### src/design/prog_space_pkg.sv
// Constants and types for the program space map block
package prog_space_pkg;
	localparam int PC_W = 12;
	localparam int STACK_DEPTH = 6;
	localparam logic [11:0] USER_LO = 12'h080;
	localparam logic [11:0] USER_HI = 12'hf9f;
	localparam logic [11:0] RSV_TOP_LO = 12'hfa0;
	localparam logic [11:0] RSV_TOP_HI = 12'hfef;
	localparam logic [11:0] IRQ_VEC_LO = 12'hff0;
	localparam logic [11:0] IRQ_VEC_HI = 12'hff7;
	localparam logic [11:0] RSV_VEC_LO = 12'hff8;
	localparam logic [11:0] RSV_VEC_HI = 12'hffb;
	localparam logic [11:0] NMI_VEC_LO = 12'hffc;
	localparam logic [11:0] NMI_VEC_HI = 12'hffd;
	localparam logic [11:0] RST_VEC_LO = 12'hffe;
	localparam logic [11:0] RST_VEC_HI = 12'hfff;
	localparam logic [7:0] RESERVED_FILL = 8'hff;
	localparam logic [11:0] ADDR_ZERO = 12'h000;
	localparam logic [2:0] LEVEL_ZERO = 3'h0;
	localparam logic [2:0] LEVEL_ONE = 3'h1;
	localparam logic [2:0] LEVEL_FULL = 3'h6;

	typedef enum logic [2:0] {
		REG_RESERVED_LOW = 3'h0,
		REG_USER = 3'h1,
		REG_RESERVED_TOP = 3'h2,
		REG_IRQ_VEC = 3'h3,
		REG_RESERVED_VEC = 3'h4,
		REG_NMI_VEC = 3'h5,
		REG_RESET_VEC = 3'h6
	} region_t;

	typedef enum logic [1:0] {
		VEC_IRQ = 2'h0,
		VEC_NMI = 2'h1,
		VEC_RESET = 2'h2
	} vec_kind_t;

	typedef enum logic [1:0] {
		BOOT_LO = 2'h0,
		BOOT_HI = 2'h1,
		BOOT_RUN = 2'h3
	} boot_state_t;
endpackage

### src/design/prog_space_map.sv
// Program space decoder, vectors, stack, readout lock and pin sharing
`timescale 1ns/100ps
module prog_space_map import prog_space_pkg::*; #(
	parameter bit ERASABLE = 1'b1
) (
	input wire logic core_clk,
	input wire logic rst_n,
	input wire logic fetch_valid,
	input wire logic [PC_W-1:0] fetch_addr,
	input wire logic vec_req,
	input wire vec_kind_t vec_kind,
	input wire logic [1:0] irq_index,
	input wire logic nmi_pin,
	input wire logic nmi_ack,
	input wire logic test_prog_level,
	input wire logic readout_opt,
	input wire logic full_erase,
	input wire logic ext_read_req,
	input wire logic [PC_W-1:0] ext_read_addr,
	input wire logic stack_push,
	input wire logic stack_pop,
	input wire logic [PC_W-1:0] stack_push_addr,
	input wire logic timer_out_enable,
	input wire logic reload_timer_output,
	input wire logic port_b_gpio7,
	input wire logic port_b_line6,
	output logic boot_fetch_valid,
	output logic [PC_W-1:0] boot_fetch_addr,
	output logic vec_addr_valid,
	output logic [PC_W-1:0] vec_addr_lo,
	output logic [PC_W-1:0] vec_addr_hi,
	output region_t fetch_region,
	output logic access_error,
	output logic nmi_pending,
	output logic prog_mode,
	output logic readout_locked,
	output logic ext_read_grant,
	output logic ext_read_refused,
	output logic [PC_W-1:0] stack_top,
	output logic [2:0] stack_level,
	output logic stack_overflow,
	output logic stack_underflow,
	output logic port_b_line7,
	output logic reload_timer_input
);

	////////////////////////////////////////////////////////////////////////////////
	// Region decoding

	function automatic region_t region_of(input logic [PC_W-1:0] a);
		if (a < USER_LO)
			return REG_RESERVED_LOW;
		else if (a <= USER_HI)
			return REG_USER;
		else if (a <= RSV_TOP_HI)
			return REG_RESERVED_TOP;
		else if (a <= IRQ_VEC_HI)
			return REG_IRQ_VEC;
		else if (a <= RSV_VEC_HI)
			return REG_RESERVED_VEC;
		else if (a <= NMI_VEC_HI)
			return REG_NMI_VEC;
		else
			return REG_RESET_VEC;
	endfunction

	function automatic logic is_reserved(input region_t r);
		return (r == REG_RESERVED_LOW) || (r == REG_RESERVED_TOP) || (r == REG_RESERVED_VEC);
	endfunction

	wire region_t fetch_decode = region_of(fetch_addr);
	wire logic fetch_bad = fetch_valid && is_reserved(fetch_decode);
	wire logic [PC_W-1:0] irq_base = IRQ_VEC_LO + {9'h000, irq_index, 1'b0};

	always_ff @(posedge core_clk or negedge rst_n) begin
		if (!rst_n) begin
			fetch_region <= REG_RESET_VEC;
			access_error <= 1'b0;
		end else begin
			if (fetch_valid)
				fetch_region <= fetch_decode;
			access_error <= fetch_bad;
		end
	end

	////////////////////////////////////////////////////////////////////////////////
	// Start vector fetch after reset

	boot_state_t boot_state;
	boot_state_t next_boot_state;

	assign next_boot_state = (boot_state == BOOT_LO) ? BOOT_HI : BOOT_RUN;

	always_ff @(posedge core_clk or negedge rst_n) begin
		if (!rst_n) begin
			boot_state <= BOOT_LO;
			boot_fetch_valid <= 1'b1;
			boot_fetch_addr <= RST_VEC_LO;
		end else begin
			boot_state <= next_boot_state;
			boot_fetch_valid <= (next_boot_state != BOOT_RUN);
			boot_fetch_addr <= RST_VEC_HI;
		end
	end

	////////////////////////////////////////////////////////////////////////////////
	// Vector lookup

	wire logic [PC_W-1:0] next_vec_lo = (vec_kind == VEC_NMI) ? NMI_VEC_LO :
		(vec_kind == VEC_RESET) ? RST_VEC_LO : irq_base;

	always_ff @(posedge core_clk or negedge rst_n) begin
		if (!rst_n) begin
			vec_addr_valid <= 1'b0;
			vec_addr_lo <= ADDR_ZERO;
			vec_addr_hi <= ADDR_ZERO;
		end else begin
			vec_addr_valid <= vec_req;
			if (vec_req) begin
				vec_addr_lo <= next_vec_lo;
				vec_addr_hi <= next_vec_lo + 12'h001;
			end
		end
	end

	////////////////////////////////////////////////////////////////////////////////
	// Non-maskable request

	logic nmi_sync1;
	logic nmi_sync2;
	logic nmi_sync3;
	wire logic nmi_edge = nmi_sync3 && !nmi_sync2;

	always_ff @(posedge core_clk or negedge rst_n) begin
		if (!rst_n) begin
			nmi_sync1 <= 1'b1;
			nmi_sync2 <= 1'b1;
			nmi_sync3 <= 1'b1;
			nmi_pending <= 1'b0;
		end else begin
			nmi_sync1 <= nmi_pin;
			nmi_sync2 <= nmi_sync1;
			nmi_sync3 <= nmi_sync2;
			if (nmi_edge)
				nmi_pending <= 1'b1;
			else if (nmi_ack)
				nmi_pending <= 1'b0;
		end
	end

	////////////////////////////////////////////////////////////////////////////////
	// Programming mode strap and readout lock

	logic strap_armed;

	always_ff @(posedge core_clk or negedge rst_n) begin
		if (!rst_n) begin
			strap_armed <= 1'b1;
			prog_mode <= 1'b0;
		end else if (strap_armed) begin
			strap_armed <= 1'b0;
			prog_mode <= test_prog_level;
		end
	end

	wire logic lock_now = readout_opt || readout_locked;

	always_ff @(posedge core_clk or negedge rst_n) begin
		if (!rst_n) begin
			readout_locked <= 1'b0;
			ext_read_grant <= 1'b0;
			ext_read_refused <= 1'b0;
		end else begin
			if (readout_opt)
				readout_locked <= 1'b1;
			else if (full_erase && ERASABLE)
				readout_locked <= 1'b0;
			ext_read_grant <= ext_read_req && !lock_now && !is_reserved(region_of(ext_read_addr));
			ext_read_refused <= ext_read_req && lock_now;
		end
	end

	////////////////////////////////////////////////////////////////////////////////
	// Return address stack

	logic [PC_W-1:0] stack_mem [STACK_DEPTH];
	wire logic do_push = stack_push && (stack_level != LEVEL_FULL);
	wire logic do_pop = stack_pop && !stack_push && (stack_level != LEVEL_ZERO);
	wire logic [2:0] below_top = stack_level - 3'h2;

	always_ff @(posedge core_clk) begin
		if (do_push)
			stack_mem[stack_level] <= stack_push_addr;
	end

	always_ff @(posedge core_clk or negedge rst_n) begin
		if (!rst_n) begin
			stack_level <= LEVEL_ZERO;
			stack_top <= ADDR_ZERO;
			stack_overflow <= 1'b0;
			stack_underflow <= 1'b0;
		end else begin
			stack_overflow <= stack_push && (stack_level == LEVEL_FULL);
			stack_underflow <= stack_pop && !stack_push && (stack_level == LEVEL_ZERO);
			if (do_push) begin
				stack_level <= stack_level + LEVEL_ONE;
				stack_top <= stack_push_addr;
			end else if (do_pop) begin
				stack_level <= stack_level - LEVEL_ONE;
				stack_top <= (stack_level == LEVEL_ONE) ? ADDR_ZERO : stack_mem[below_top];
			end
		end
	end

	////////////////////////////////////////////////////////////////////////////////
	// Port B pin sharing

	wire logic next_line7 = timer_out_enable ? reload_timer_output : port_b_gpio7;

	always_ff @(posedge core_clk or negedge rst_n) begin
		if (!rst_n) begin
			port_b_line7 <= 1'b0;
			reload_timer_input <= 1'b0;
		end else begin
			port_b_line7 <= next_line7;
			reload_timer_input <= port_b_line6;
		end
	end
endmodule // prog_space_map

### config.mk
export PLATFORM = sky130hd
export DESIGN_NAME = prog_space_map
export DESIGN_NICKNAME = d
export VERILOG_FILES = /design/src/design/prog_space_pkg.sv /design/src/design/prog_space_map.sv
export SDC_FILE = /design/constraint.sdc
export NUM_CORES = 1
export LEC_CHECK = 0
export BUFFER_PORTS_ARGS = -buffer_cell sky130_fd_sc_hd__buf_2
export CAP_MARGIN = 20
export CORE_MARGIN = 1.5
export CORE_UTILIZATION = 45
export DETAILED_ROUTE_END_ITERATION = 7
export GPL_TIMING_DRIVEN = 1
export PLACE_DENSITY = 0.7
export RECOVER_POWER = 25
export SLEW_MARGIN = 20
export SYNTH_ARGS = -nofsm -noshare
export SYNTH_HDL_FRONTEND = slang
export SYNTH_SLANG_ARGS = --single-unit
### constraint.sdc
create_clock -name core_clk -period 4.9 [get_ports core_clk]
set_input_delay 0.735 -clock core_clk [delete_from_list [all_inputs] [get_ports core_clk]]
set_output_delay 0.735 -clock core_clk [all_outputs]
set_load 0.02 [all_outputs]
==> results.md <==
* Mean Syn Cell Area at around 15 um2
* GRT overflow at 0
* Fill cells at 876
* Total negative setup slack at 0 ns
* Netlist cell types at 43
* Port Buffers at 106
* Final Max Tran Viols at 0
* H-tree depth at 3
* Clock sink total at between 100 and 150
* Core area at 10300 um2
* Worst min-delay path class: reg -> reg
* Most frequent cells in the layout: 93 x buf_2, 72 x edfxtp_1, 33 x dfrtp_1
* Slew headroom at 0.379
* Starting Density at 0.462
* Global-route usage over all layers at 0.162
* Hold buffer count at CTS at 0
* Final Setup Violations at 0
* Final net count at 466
* Antenna viol nets, final at 0
* VDD IR-drop max at about 0.20 mV
* Final hold vios at 0
* Post-DP HPWL at ~5.5 mm
* Layout cells sized above 1 at 0.333
* Clock Pin Slew Worst Setup and Hold Paths at around 0.090 ns
* Die H at between 100 and 150 um
* Worst slew pin tran at 0.932 ns
* Leakage at 2.17 nW
* Post-synth EDFFs at 72
* Main synth FF type: edfxtp_1
* RSZ-0062 raised after global routing: false
* Worst EP arrival at 2.93 ns
* Commonest non-fill, non-tap cell in the layout: buf_2
* Initial antenna violation count at 0
* Asr flop ratio synth at 0.357
* CTS tree: built
* Syn. warnings at 0
* Via/cell ratio at 5.01
* Outcome: finished clean
* CP Max Fanout at 24
* CTS Root Cell: clkbuf_8
* Dpl cells at around 530
* Fin Hold WS at 0.371 ns
* Tcrit/Tclk final at 0.548
* I/O pin count at 122
* Drt pass-1 iters at 4
* DRC violations left at 0
* Clock latency on the worst-skew pair at ~0.36 ns
* Largest net degree at the start of global routing at 41
* Setup Skew at 0.00959 ns
* Avg WL per Cell at 16.0 um
* Post-CTS Setup Bufs at 0
* Finished Layout Cells at 541
* Row Count at 37
* Crit path kind: reg -> reg
* First-pass GRT wire length at 13.8 mm
* Design area at 5370 um2
* Vias in the first global route at 2723
* Max Cap Viol at 0
* Mapped Cells at 311
* Seq cells post-synth at between 100 and 150
* Mapped cell area at 4740 um2
* WL final at 8.65 mm
* Die ar. at 11200 um2
* Critical Path Sink Type: register
* Req. time, crit path at 5.15 ns
* Seq/Total Area, Yosys at 0.669
* Iter 0 DRT Violations at roughly 140
* Via count at 2712
* Post_cts resized at 0
* Pwr dens at 493 nW/um2
* Area growth syn-to-layout at 13.2%
* Die Wd at 106 um
* Startpoint types: register
* N_diodes at 0
* Clk buf depth at 2
* Peak Freq at 372 MHz
* GP Congestion at approximately 0.77
* CTS buffer count at 9
* Placed Area at 5200 um2
* Tmin final at 2.69 ns
-- sequential cells by signal, indices dropped and copies added (netlist names) --
register,count
stack_underflow,1
nmi_sync2,1
ext_read_refused,1
fetch_region,3
boot_state,2
nmi_sync1,1
readout_locked,1
reload_timer_input,1
ext_read_grant,1
stack_mem,72
vec_addr_valid,1
prog_mode,1
stack_top,12
port_b_line7,1
strap_armed,1
nmi_pending,1
boot_fetch_valid,1
nmi_sync3,1
access_error,1
stack_overflow,1
stack_level,3
vec_addr_hi,4
-- power breakdown --
part           switching (W)  leakage (nW)  internal [W]
Combinational       0.000501         0.966      0.000356
Sequential         0.0000941          1.11       0.00117
Clock               0.000289        0.0861      0.000232
Total               0.000885          2.17       0.00176
-- worst paths after layout --
kind,start,to,slack [ns],depth (start not counted)
max in group asynchronous,rst_n,stack_top[6],3.81,1
worst min register to register,nmi_sync1,nmi_sync2,0.37,0
worst min-delay path,nmi_sync1,nmi_sync2,0.37,0
min in group asynchronous,rst_n,fetch_region[0],0.50,1
worst max-delay path,stack_level[1],stack_top[5],2.21,5
worst max register to register,stack_level[1],stack_top[5],2.21,5
-- cells in the mapped netlist, drive strengths merged, types with 2 or more instances --
master  count  area [um2]
conb        2        7.51
inv        13        48.8
dfstp       7         184
or2        14        87.6
dfrtp      33         826
or4         2        15.0
nand2      14        52.6
a21oi      17        88.8
xnor2       2        17.5
nor2b       3        18.8
nor2       10        37.5
a221o      12         120
mux2i      14         140
mux4       12         270
o22ai       2        12.5
and3        7        43.8
mux2        5        56.3
o21ai       3        15.0
nand4       2        12.5
edfxtp     72        2160
ha         10         125
buf        41         300
-- kinds of logic after synthesis --
kind of cell               count (synthesis)  share of synthesized area
AOI/OAI and AO/OA                         42                     0.0633
xor gates and xnor gates                   2                    0.00369
adders and majority gates                 10                     0.0264
buffers and inverters                     55                     0.0744
DFF                                      112                      0.669
muxes                                     31                     0.0984
other                                      2                    0.00158
and+or+nand+nor                           57                     0.0636
-- area by class of cell --
cell class	instances	area [um2]	area share
repair buffers	108	529	0.0986
clock inverters	5	48.8	0.00909
inverters	13	48.8	0.00909
flip-flops and latches	112	3170	0.591
multi-input cells	156	1270	0.236
well taps	136	170	0.0317
clock buffers	11	131	0.0245
-- critical path, stage by stage (launching register included) --
cell	delay (ns)
dfrtp_1	0.86
inv_1	0.29
ha_1	0.85
or2_0	0.21
a21oi_1	0.07
a221o_1	0.29
-- through the flow --
step           utilization  total power [W]  setup slack, ns
4_1_cts              0.524          0.00268             2.09
2_1_floorplan            -          0.00193             2.44
6_report             0.523          0.00265             2.21
3_3_place_gp         0.506          0.00214             2.19
3_5_place_dp         0.506          0.00216             2.12
5_1_grt              0.523          0.00280             2.01
-- layer usage --
metal / global-route usage / vias to the layer above / share of wire
li1: - / 1279 / -
met1: 0.208 / 1350 / 0.41
met2: 0.273 / 73 / 0.53
met3: 0.0346 / 10 / 0.046
met4: 0.0579 / 0 / 0.015
met5: 0 / - / 0
Power figures use the tool's default switching activity.
